File: config.mk
export PLATFORM = sky130hd
export DESIGN_NAME = aba_core
export DESIGN_NICKNAME = d
export VERILOG_FILES = /design/src/aba_pkg.sv /design/src/aba_core.sv
export SDC_FILE = /design/constraint.sdc
export NUM_CORES = 1
export LEC_CHECK = 0
export BUFFER_PORTS_ARGS = -buffer_cell sky130_fd_sc_hd__buf_2
export CORE_MARGIN = 2
export CORE_UTILIZATION = 30
export DETAILED_ROUTE_END_ITERATION = 12
export MAX_ROUTING_LAYER = met4
export PLACE_DENSITY = 0.61
export SLEW_MARGIN = 25
export SYNTH_ARGS = -nofsm -noshare
export SYNTH_HDL_FRONTEND = slang
export SYNTH_SLANG_ARGS = --single-unit
File: constraint.sdc
create_clock -name aclk -period 2.2 [get_ports aclk]
set_clock_uncertainty 0.1 [all_clocks]
set_input_delay 0.22 -clock aclk [delete_from_list [all_inputs] [get_ports aclk]]
set_output_delay 0.22 -clock aclk [all_outputs]
set_load 0.01 [all_outputs]
File: src/aba_pkg.sv
// Constants for the address space and byte lane block.
// Assumes a single 10 MHz processor clock and an AXI4-Lite register bus.
package aba_pkg;
   localparam logic [31:0] ABA_CTRL_OFS = 32'h0000_0000;
   localparam logic [31:0] ABA_STAT_OFS = 32'h0000_0004;
   localparam logic [31:0] ABA_CNT_OFS = 32'h0000_0008;
   // Control register bit positions
   localparam int ABA_WIDTH_EN_POS = 0;
   localparam int ABA_ORDER_POS = 1;
   localparam int ABA_TRAP_EN_POS = 2;
   localparam int ABA_ROM_EN_POS = 3;
   localparam int ABA_DXL_POS = 4;
   localparam int ABA_IXL_POS = 5;
   localparam logic [5:0] ABA_CTRL_RST = 6'h00;
   // Status register bit positions
   localparam int ABA_PTR_POS = 0;
   localparam int ABA_TRAP_POS = 4;
   localparam logic [1:0] ABA_PTR_RST = 2'h0;
   localparam logic [15:0] ABA_CNT_RST = 16'h0000;
   // Option field codes
   localparam logic [2:0] ABA_OPTION_WORD = 3'h0;
   localparam logic [2:0] ABA_OPTION_BYTE = 3'h1;
   localparam logic [2:0] ABA_OPTION_HALF = 3'h2;
   // Instruction space bits of an untranslated load or store
   localparam logic [1:0] ABA_SEL_MEM = 2'h0;
   localparam logic [1:0] ABA_SEL_IO = 2'h1;
   localparam logic [1:0] ABA_SEL_COP = 2'h2;
   localparam logic [1:0] ABA_RESP_OKAY = 2'h0;
   localparam logic [1:0] ABA_RESP_DECERR = 2'h3;
   typedef enum logic [1:0] {
      ABA_SP_MEM = 2'b00,
      ABA_SP_IO = 2'b01,
      ABA_SP_COP = 2'b10,
      ABA_SP_ROM = 2'b11
   } aba_space_t;
endpackage

File: src/aba_core.sv
// Address space selection, byte lane steering and alignment trap.
// Assumes the core offers one access per cycle on the req_ ports, same
// clock; registers are reached over AXI4-Lite.
`timescale 1ns/1ps

module aba_core
   import aba_pkg::*;
(
   input wire logic aclk,
   input wire logic aresetn,
   input wire logic [31:0] s_axi_awaddr,
   input wire logic [2:0] s_axi_awprot,
   input wire logic s_axi_awvalid,
   output logic s_axi_awready,
   input wire logic [31:0] s_axi_wdata,
   input wire logic [3:0] s_axi_wstrb,
   input wire logic s_axi_wvalid,
   output logic s_axi_wready,
   output logic [1:0] s_axi_bresp,
   output logic s_axi_bvalid,
   input wire logic s_axi_bready,
   input wire logic [31:0] s_axi_araddr,
   input wire logic [2:0] s_axi_arprot,
   input wire logic s_axi_arvalid,
   output logic s_axi_arready,
   output logic [31:0] s_axi_rdata,
   output logic [1:0] s_axi_rresp,
   output logic s_axi_rvalid,
   input wire logic s_axi_rready,
   input wire logic req_valid,
   input wire logic req_fetch,
   input wire logic req_store,
   input wire logic [31:0] req_addr,
   input wire logic [2:0] req_option,
   input wire logic [1:0] req_space_bits,
   input wire logic req_supervisor,
   input wire logic req_real,
   input wire logic req_tlb_io,
   input wire logic req_sign_bit,
   output logic bus_valid,
   output logic [31:0] bus_addr,
   output logic [1:0] bus_space,
   output logic bus_instr,
   output logic bus_store,
   output logic bus_translated,
   output logic [2:0] bus_option,
   output logic [3:0] bus_lanes,
   output logic unaligned_trap,
   output logic [1:0] byte_pointer_field
);

   typedef struct packed {
      logic aw_held;
      logic [31:0] aw_addr;
      logic w_held;
      logic [31:0] w_data;
      logic [3:0] w_strb;
      logic bvalid;
      logic [1:0] bresp;
      logic rvalid;
      logic [31:0] rdata;
      logic [1:0] rresp;
      logic [5:0] ctrl;
      logic [1:0] ptr;
      logic trap_seen;
      logic [15:0] trap_cnt;
      logic [29:0] pc;
      logic bus_valid;
      logic [31:0] bus_addr;
      logic [1:0] bus_space;
      logic bus_instr;
      logic bus_store;
      logic bus_translated;
      logic [2:0] bus_option;
      logic [3:0] bus_lanes;
      logic trap;
      logic aw_rdy;
      logic w_rdy;
      logic ar_rdy;
   } aba_state_t;

   aba_state_t st;
   aba_state_t next_st;

   logic data_width_enable;
   logic byte_order_select;
   logic trap_unaligned_enable;
   logic rom_space_enable;
   logic dxl;
   logic ixl;
   assign data_width_enable = st.ctrl[ABA_WIDTH_EN_POS];
   assign byte_order_select = st.ctrl[ABA_ORDER_POS];
   assign trap_unaligned_enable = st.ctrl[ABA_TRAP_EN_POS];
   assign rom_space_enable = st.ctrl[ABA_ROM_EN_POS];
   assign dxl = st.ctrl[ABA_DXL_POS];
   assign ixl = st.ctrl[ABA_IXL_POS];

   // Access decode, all combinational on the request
   logic translated;
   aba_space_t space;
   logic is_word;
   logic is_half;
   logic is_byte;
   logic misaligned;
   logic trap_now;
   logic [1:0] byte_idx;
   logic hi_half;
   logic [3:0] lane_sel;

   always_comb begin
      if (req_fetch) begin
         translated = ixl;
         space = rom_space_enable ? ABA_SP_ROM : ABA_SP_MEM;
      end else begin
         translated = dxl & ~(req_supervisor & req_real);
         if (translated) begin
            space = req_tlb_io ? ABA_SP_IO : ABA_SP_MEM;
         end else if (req_space_bits == ABA_SEL_IO) begin
            space = ABA_SP_IO;
         end else if (req_space_bits == ABA_SEL_COP) begin
            space = ABA_SP_COP;
         end else begin
            space = ABA_SP_MEM;
         end
      end
   end

   assign is_word = req_option == ABA_OPTION_WORD;
   assign is_half = req_option == ABA_OPTION_HALF;
   assign is_byte = req_option == ABA_OPTION_BYTE;
   // Width judged from the option field alone, enable or not
   assign misaligned = (is_word && req_addr[1:0] != 2'h0) ||
      (is_half && req_addr[0]);
   // Store to ROM space is not checked or blocked
   assign trap_now = req_valid && !req_fetch && trap_unaligned_enable &&
      space == ABA_SP_MEM && misaligned;

   // Byte order flips the index; half select drops bit 0
   assign byte_idx = req_addr[1:0] ^ {2{~byte_order_select}};
   assign hi_half = req_addr[1] ^ ~byte_order_select;

   // Lane i holds bits 8*i+7 .. 8*i of the word
   genvar gi;
   generate
      for (gi = 0; gi < 4; gi++) begin : g_lane
         always_comb begin
            if (req_fetch || !data_width_enable || space == ABA_SP_COP) begin
               lane_sel[gi] = 1'b1;
            end else if (is_byte) begin
               lane_sel[gi] = byte_idx == 2'(gi);
            end else if (is_half) begin
               lane_sel[gi] = hi_half == (gi >= 2);
            end else begin
               lane_sel[gi] = 1'b1;
            end
         end
      end
   endgenerate

   // Register bus decode
   logic wr_go;
   logic rd_go;
   logic wr_ctrl;
   logic wr_stat;
   logic [31:0] rd_word;
   logic rd_hit;
   assign wr_go = st.aw_held && st.w_held && !st.bvalid;
   assign rd_go = s_axi_arvalid && !st.rvalid;
   assign wr_ctrl = wr_go && st.aw_addr[31:2] == ABA_CTRL_OFS[31:2];
   assign wr_stat = wr_go && st.aw_addr[31:2] == ABA_STAT_OFS[31:2];

   always_comb begin
      rd_word = 32'h0000_0000;
      rd_hit = 1'b1;
      unique case (s_axi_araddr[31:2])
         ABA_CTRL_OFS[31:2]: rd_word[5:0] = st.ctrl;
         ABA_STAT_OFS[31:2]: begin
            rd_word[ABA_PTR_POS +: 2] = st.ptr;
            rd_word[ABA_TRAP_POS] = st.trap_seen;
         end
         ABA_CNT_OFS[31:2]: rd_word[15:0] = st.trap_cnt;
         default: rd_hit = 1'b0;
      endcase
   end

   always_comb begin
      next_st = st;
      // Write address and data are taken in either order
      if (s_axi_awvalid && !st.aw_held) begin
         next_st.aw_held = 1'b1;
         next_st.aw_addr = s_axi_awaddr;
      end
      if (s_axi_wvalid && !st.w_held) begin
         next_st.w_held = 1'b1;
         next_st.w_data = s_axi_wdata;
         next_st.w_strb = s_axi_wstrb;
      end
      if (wr_go) begin
         next_st.aw_held = 1'b0;
         next_st.w_held = 1'b0;
         next_st.bvalid = 1'b1;
         next_st.bresp = (wr_ctrl || wr_stat ||
            st.aw_addr[31:2] == ABA_CNT_OFS[31:2]) ?
            ABA_RESP_OKAY : ABA_RESP_DECERR;
      end
      if (st.bvalid && s_axi_bready) begin
         next_st.bvalid = 1'b0;
      end
      if (wr_ctrl && st.w_strb[0]) begin
         next_st.ctrl = st.w_data[5:0];
      end
      if (rd_go) begin
         next_st.rvalid = 1'b1;
         next_st.rdata = rd_word;
         next_st.rresp = rd_hit ? ABA_RESP_OKAY : ABA_RESP_DECERR;
      end
      if (st.rvalid && s_axi_rready) begin
         next_st.rvalid = 1'b0;
      end
      // Trap flag: write one clears, a new trap wins
      if (wr_stat && st.w_strb[0] && st.w_data[ABA_TRAP_POS]) begin
         next_st.trap_seen = 1'b0;
      end
      if (trap_now) begin
         next_st.trap_seen = 1'b1;
         next_st.trap_cnt = st.trap_cnt + 16'h0001;
      end
      // Byte pointer loads on non-trapping data accesses with width off or sign bit set, never coprocessor ones
      if (req_valid && !req_fetch && !trap_now &&
         space != ABA_SP_COP) begin
         if (!data_width_enable) begin
            next_st.ptr = req_addr[1:0];
         end else if (req_sign_bit) begin
            next_st.ptr = {2{~byte_order_select}};
         end
      end
      // Outgoing access, one cycle after the request
      next_st.bus_valid = req_valid && !trap_now;
      next_st.trap = trap_now;
      if (req_valid) begin
         next_st.bus_space = space;
         next_st.bus_instr = req_fetch;
         next_st.bus_store = req_store && !req_fetch;
         next_st.bus_translated = translated;
         next_st.bus_option = req_option;
         next_st.bus_lanes = lane_sel;
         if (req_fetch) begin
            next_st.pc = req_addr[31:2];
            next_st.bus_addr = {req_addr[31:2], 2'h0};
         end else begin
            next_st.bus_addr = req_addr;
         end
      end
      next_st.aw_rdy = !next_st.aw_held;
      next_st.w_rdy = !next_st.w_held;
      next_st.ar_rdy = !next_st.rvalid;
   end

   always_ff @(posedge aclk) begin
      if (!aresetn) begin
         st <= '0;
         st.ctrl <= ABA_CTRL_RST;
         st.ptr <= ABA_PTR_RST;
         st.trap_cnt <= ABA_CNT_RST;
         st.aw_rdy <= 1'b1;
         st.w_rdy <= 1'b1;
         st.ar_rdy <= 1'b1;
      end else begin
         st <= next_st;
      end
   end

   assign s_axi_awready = st.aw_rdy;
   assign s_axi_wready = st.w_rdy;
   assign s_axi_bvalid = st.bvalid;
   assign s_axi_bresp = st.bresp;
   assign s_axi_arready = st.ar_rdy;
   assign s_axi_rvalid = st.rvalid;
   assign s_axi_rdata = st.rdata;
   assign s_axi_rresp = st.rresp;
   assign bus_valid = st.bus_valid;
   assign bus_addr = st.bus_addr;
   assign bus_space = st.bus_space;
   assign bus_instr = st.bus_instr;
   assign bus_store = st.bus_store;
   assign bus_translated = st.bus_translated;
   assign bus_option = st.bus_option;
   assign bus_lanes = st.bus_lanes;
   assign unaligned_trap = st.trap;
   assign byte_pointer_field = st.ptr;

   // Checks on the driven access
   property p_fetch_low;
      @(posedge aclk) disable iff (!aresetn)
         bus_valid && bus_instr |-> bus_addr[1:0] == 2'h0;
   endproperty
   a_fetch_low: assert property (p_fetch_low)
      else $error("fetch address low bits not zero");

   property p_trap_blocks;
      @(posedge aclk) disable iff (!aresetn)
         unaligned_trap |-> !bus_valid;
   endproperty
   a_trap_blocks: assert property (p_trap_blocks)
      else $error("trapping access placed on bus");

   property p_trap_cause;
      @(posedge aclk) disable iff (!aresetn)
         req_valid && !req_fetch && trap_unaligned_enable &&
         space == ABA_SP_MEM && req_option == ABA_OPTION_WORD &&
         req_addr[1:0] != 2'h0
         |=> unaligned_trap;
   endproperty
   a_trap_cause: assert property (p_trap_cause)
      else $error("unaligned word did not trap");

   property p_trap_gated;
      @(posedge aclk) disable iff (!aresetn)
         unaligned_trap |-> $past(trap_unaligned_enable) &&
         $past(space) == ABA_SP_MEM;
   endproperty
   a_trap_gated: assert property (p_trap_gated)
      else $error("trap without enable or outside memory");

   property p_cop_full;
      @(posedge aclk) disable iff (!aresetn)
         bus_valid && bus_space == ABA_SP_COP |-> bus_lanes == 4'hF;
   endproperty
   a_cop_full: assert property (p_cop_full)
      else $error("coprocessor transfer not full word");

   property p_width_off_full;
      @(posedge aclk) disable iff (!aresetn)
         req_valid && !data_width_enable |=> bus_lanes == 4'hF;
   endproperty
   a_width_off_full: assert property (p_width_off_full)
      else $error("lanes narrowed with width disabled");

   property p_byte_order0;
      @(posedge aclk) disable iff (!aresetn)
         req_valid && !req_fetch && data_width_enable && is_byte &&
         !byte_order_select && space != ABA_SP_COP && req_addr[1:0] == 2'h0
         |=> bus_lanes == 4'h8;
   endproperty
   a_byte_order0: assert property (p_byte_order0)
      else $error("order 0 byte 0 not high lane");

   property p_half_order1;
      @(posedge aclk) disable iff (!aresetn)
         req_valid && !req_fetch && data_width_enable && byte_order_select &&
         is_half && space != ABA_SP_COP && !req_addr[1] |=> bus_lanes == 4'h3;
   endproperty
   a_half_order1: assert property (p_half_order1)
      else $error("order 1 half 0 not low half");

   property p_ptr_copy;
      @(posedge aclk) disable iff (!aresetn)
         req_valid && !req_fetch && !data_width_enable && !trap_now &&
         space != ABA_SP_COP |=> byte_pointer_field == $past(req_addr[1:0]);
   endproperty
   a_ptr_copy: assert property (p_ptr_copy)
      else $error("byte pointer not loaded from address");

   property p_rom_fetch;
      @(posedge aclk) disable iff (!aresetn)
         req_valid && req_fetch && rom_space_enable |=> bus_space == ABA_SP_ROM;
   endproperty
   a_rom_fetch: assert property (p_rom_fetch)
      else $error("fetch not in ROM space");
endmodule

# After elaboration in Yosys (flattened, before gate mapping)
# Index checks and enable logic that the tools add are counted.
[word_totals]
inputBits = 157
reg_bits = 166
output_inout_bits = 89
[op_classes]
reduce_logical = 47
n_addsub = 1
eq_ne = 14
bitwise_logic = 8
muxes = 36
[ops]
columns = ["operator", "n"]
rows = [
  ["30-bit by 1-bit equality test with 1-bit output (second input constant)", 2],
  ["30-bit by 2-bit equality test with 1-bit output (second input constant)", 2],
  ["30-bit logical NOT", 2],
  ["37-bit two-way mux", 1],
  ["35-bit two-way mux", 1],
  ["33-bit two-way mux", 1],
  ["1-bit logical AND", 22],
  ["2-bit two-way mux", 10],
  ["1-bit two-way mux", 17],
  ["17-bit two-way mux", 1],
  ["16-bit by 1-bit adder with 16-bit output (second input constant)", 1],
  ["1-bit logical NOT", 10],
  ["10-bit two-way mux", 1],
  ["2-bit equality test (second input constant)", 4],
  ["2-bit case mux with 3 select lines", 1],
  ["1-bit logical OR", 5],
  ["2-bit by 1-bit equality test with 1-bit output (second input constant)", 2],
  ["2-bit logical NOT", 2],
  ["2-bit inequality test (second input constant)", 2],
  ["1-bit inverter", 4],
  ["2-bit case mux with 2 select lines", 1],
  ["2-bit nonzero test", 2],
  ["3-bit by 1-bit equality test with 1-bit output (second input constant)", 1],
  ["3-bit by 2-bit equality test with 1-bit output (second input constant)", 1],
  ["other kinds (9)", 10],
]

# Longest topological paths before layout
[logic_depth]
ltp_word = 12
ltp_mapped = 6
ltp_nobuf = 5

# Worst setup path after synthesis
# No wires, ideal clock.
[synth_path]
path_type = "reg-to-reg"
from = "register st (netlist bit dxl)"
to = "register st (netlist bit byte_pointer_field[0])"
setup_ps = 119
path_slack_ps = 402
synth_period_minus_slack_ps = 1798
arrival_ps = 1579
required_time_ps = 1981
stages_incl_launch_ff = 6
n_path_buf = 0
cell_sequence = "dfxtp_1 a21boi_4 o221ai_4 a211oi_2 nor2_1 o221a_2"
[synth_between]
elab_chain_cells = 10
[synth_rtl]
columns = ["item", "line_no", "text"]
rows = [
  ["start, declared", "aba_core.sv:82", "aba_state_t st;"],
  ["start signal, assigned", "aba_core.sv:269", "st <= next_st;"],
  ["1-bit bitwise AND (*)", "aba_core.sv:115", "translated = dxl & ~(req_supervisor & req_real);"],
  ["2-bit two-way mux (*)", "aba_core.sv:116", "if (translated) begin"],
  ["2-bit two-way mux (*)", "aba_core.sv:111", "if (req_fetch) begin"],
  ["2-bit logical NOT", "aba_core.sv:136", "space == ABA_SP_MEM && misaligned;"],
  ["1-bit logical AND", "aba_core.sv:135", "assign trap_now = req_valid && !req_fetch && trap_unaligned_enable &&"],
  ["1-bit logical AND", "aba_core.sv:136", ""],
  ["1-bit logical NOT", "aba_core.sv:229", "if (req_valid && !req_fetch && !trap_now &&"],
  ["1-bit logical AND", "aba_core.sv:229", ""],
  ["1-bit logical AND (*)", "aba_core.sv:229", ""],
  ["2-bit AND reduction (no line) (*)", "n/a", ""],
]
# Mark *: on every way between the ends. The rest lies on a longest branch, timed or not.
# A chain may end at the register's enable or synchronous reset.

# Worst setup path in the final report
[layout_path]
from = "register st (netlist bit dxl)"
to = "register st[85] in the netlist's numbering"
[layout_between]
elab_chain_cells = 6
[layout_rtl]
columns = ["item", "line_no"]
rows = [
  ["1-bit bitwise AND", "aba_core.sv:115"],
  ["2-bit two-way mux", "aba_core.sv:116"],
  ["2-bit two-way mux", "aba_core.sv:111"],
  ["2-bit logical NOT", "aba_core.sv:136"],
  ["1-bit logical AND", "aba_core.sv:135"],
  ["1-bit logical AND", "aba_core.sv:136"],
]
# No other way between the ends.

==> results.ini <==
[critical_path]
critPathMaxFanout = 8
rr_startpoint = dxl
crit_path_max_incr_delay_ns = 0.60
critPathArrivalTime_ns = 2.19
end_kind = flop
worstPathRequired_ns = 2.40
cp-start-kind = flop
rr_worst_depth = 5
rrSetupSlack_ns = 0.21
endpoint = st[85]
path_class = flop to flop
slowest_stage = a2111oi_4
startpoint = dxl
r2r_end = st[85]
path_cells = a21boi_4 -> o221ai_4 -> a2111oi_4 -> nand4_1 -> mux2i_1

[timing]
relSlewSlack_pct = 54.2
fin_setup_tns_ns = 0
min_period_ns = 1.99
max_freq_mhz = 503
worst_pin_slew_ns = 0.687
slew_viol_final = 0
rsz0062_at_grt = false
hold_viol = 0
whs_ns = 0.0369
setup_viol_count_final = 0
setup_ws_ns = 0.214
fin_crit_sh_pct = 90.3

[grt]
grt_start_max_net_pins = 49
grt_pass1_wl_um = 24800
antenna_found_initial = 1
grt_pass1_vias = 4950
grt.total_usage_pct = 14.8
grt_overflow_total = 0

[cts]
cts_buffers = 17
cts_tree = built
clockRootBuffer = clkbuf_16
clkSinkCount = 133
htree_levels = 4
ctsResizeCount = 0
clkTransAtPathRegs_ns = 0.06
cts_buffer_depth = 2
clk_latency_ns = 0.41
post_cts_buffers = 0

[power_and_ir_drop]
p_int_mw = 4.42
cellLeakagePower_nw = 3.57
swShare_pct = 25.7
p_sw_mw = 1.53
seq_power_share_pct = 43.1
p_clk_share_pct = 45.5
power.total_mw = 5.95
pwr-share-comb_pct = 11.4
peakVddDrop_mv = 0.495
pwr_density_cell_nw_per_um2 = 741

[worst_hold_path]
hold_class = primary input to flop

[synth]
synth_warnings = 0
synth_flop_cell = dfxtp_1
synth_edf_count = 0
syn_area_um2 = 5970
async_flop_share_pct = 0
ys_seq_area_share_pct = 44.6
ys_seq_elements = 133
syn_avg_cell_area_um2 = 8.86
ys_types = 52
synthCells = 674

[final_layout]
syn_to_final_growth_pct = 34.6
fin_area_um2 = 8040
final_cells = 1156
seq_area_um2 = 2660
multi_input_area_um2 = 2610
fin_util_pct = 41.2
fin_nets = 1035
drive_gt1_share_pct = 29.1
nFillCells = 1960

[placed_design]
placed_cell_area_um2 = 6750
dpl.cell_count = 1052
portBuffers = 190
routabilityCongestion = 0.797
dp_slack_ns = 0.195
hpwl_um = 10600

[routing]
final_antenna_net_count = 0
vias = 5101
viasPerCell = 4.41
drc = 0
dr.pass1.iters = 4
wire_per_inst_um = 13.1
routed_wl_um = 15200
drt_iter0_drc = 226

[floorplan]
die_h_um = 145
core_um2 = 19500
start_util_pct = 30.6
die_area_um2 = 21100
io_pins = 246
rows = 51
die_w_um = 145

[outcome]
status = completed

[job]
maxCapViolations = 0

[worst min path at each step]
stage / slack [ns] / start / cells after the start / to
after floorplan: 0.26 / s_axi_awaddr[4] / 2 / st[183]
after global placement: 0.34 / st[210] / 2 / st[210]
after detailed placement: 0.35 / st[199] / 2 / st[199]
after CTS: 0.02 / s_axi_wvalid / 3 / s_axi_wready
after global routing: 0.04 / s_axi_wvalid / 3 / s_axi_wready
final: 0.04 / s_axi_wvalid / 3 / s_axi_wready
[metal layers]
metal | GRT usage [%] | vias up | share of wire [%]
li1 | - | 2641 | -
met5 | - | - | 0
met2 | 24.5 | 115 | 50
met3 | 3.90 | 16 | 3.8
met4 | 4.51 | 0 | 1.5
met1 | 17.7 | 2329 | 44
[cell usage after synthesis, drive strengths merged (2+ instances only)]
library cell | instances | area [µm²]
mux2i | 54 | 541
nor2 | 66 | 248
a21bo | 2 | 20.0
a211oi | 3 | 40.0
o221ai | 2 | 35.0
a21oi | 57 | 285
nand4 | 16 | 100
clkbuf | 25 | 93.8
xnor2 | 4 | 35.0
nand3 | 5 | 25.0
dfxtp | 133 | 2660
a2111oi | 2 | 37.5
o221a | 3 | 33.8
a22o | 10 | 87.6
or3 | 2 | 12.5
o211ai | 2 | 28.8
nor4 | 20 | 125
inv | 11 | 41.3
nor2b | 10 | 62.6
and3 | 3 | 18.8
o21ai | 13 | 65.1
o31ai | 6 | 45.0
nand3b | 8 | 60.1
a22oi | 3 | 22.5
a31o | 3 | 26.3
and4 | 2 | 17.5
buf | 86 | 623
nand2 | 91 | 342
nor3 | 2 | 15.0
a31oi | 2 | 12.5
nand2b | 15 | 93.8
or3b | 3 | 26.3
[registers in the layout, summed over array words and instances (netlist names), 2 cells and up]
signal and flops:
s_axi_rdata 16, st 57, bus_space 2, bus_addr 32
bus_lanes 4, bus_option 3, byte_pointer_field 2
[critical path: cells and delay by family (launching register included)]
kind	cells	cell delay, ns
muxes	1	0.14
and+or+nand+nor	1	0.18
DFF	1	0.32
AOI/OAI and AO/OA	3	1.13
[power by group through the flow]
stage / Combinational (mW) / Sequential, mW / Clock, mW
final: 0.677 / 2.57 / 2.71
after global routing: 0.746 / 2.58 / 2.92
after CTS: 0.680 / 2.57 / 2.80
after detailed placement: 0.581 / 2.62 / 0
after global placement: 0.573 / 2.62 / 0
after floorplan: 0.411 / 2.61 / 0
[cell families after synthesis]
family                     after synthesis  share of synthesized area (%)
DFF                                    133                           44.6
AOI/OAI and AO/OA                      112                           13.1
xor gates and xnor gates                 4                          0.587
other                                    1                         0.0628
muxes                                   54                           9.05
and+or+nand+nor                        247                           19.7
adders and majority gates                1                          0.209
buffers and inverters                  122                           12.7
[cell type report]
cell class	count	share of cell area [%]
flip-flops and latches	133	33.1
diodes	1	0.0311
well taps	265	4.13
inverters	11	0.529
clock buffers	17	5.29
clock inverters	15	1.82
repair buffers	280	22.6
multi-input cells	434	32.5
[timing repair]
item / CTS / global route
hold buffers: 71 / 0
endpoints found under the setup margin: 0 / 0
endpoints found under the hold margin: 72 / 0
[cell usage in the layout (no fill, tap or decap), types with 17 or more instances in the layout]
| cell | n |
|---|---|
| mux2i_1 | 54 |
| clkbuf_16 | 17 |
| buf_4 | 18 |
| dfxtp_1 | 133 |
| buf_2 | 190 |
| dlygate4sd3_1 | 71 |
| nor4_1 | 20 |
| nor2_1 | 66 |
| nand2_1 | 91 |
| a21oi_1 | 57 |
Note: power is estimated with default switching activity, not from simulation.
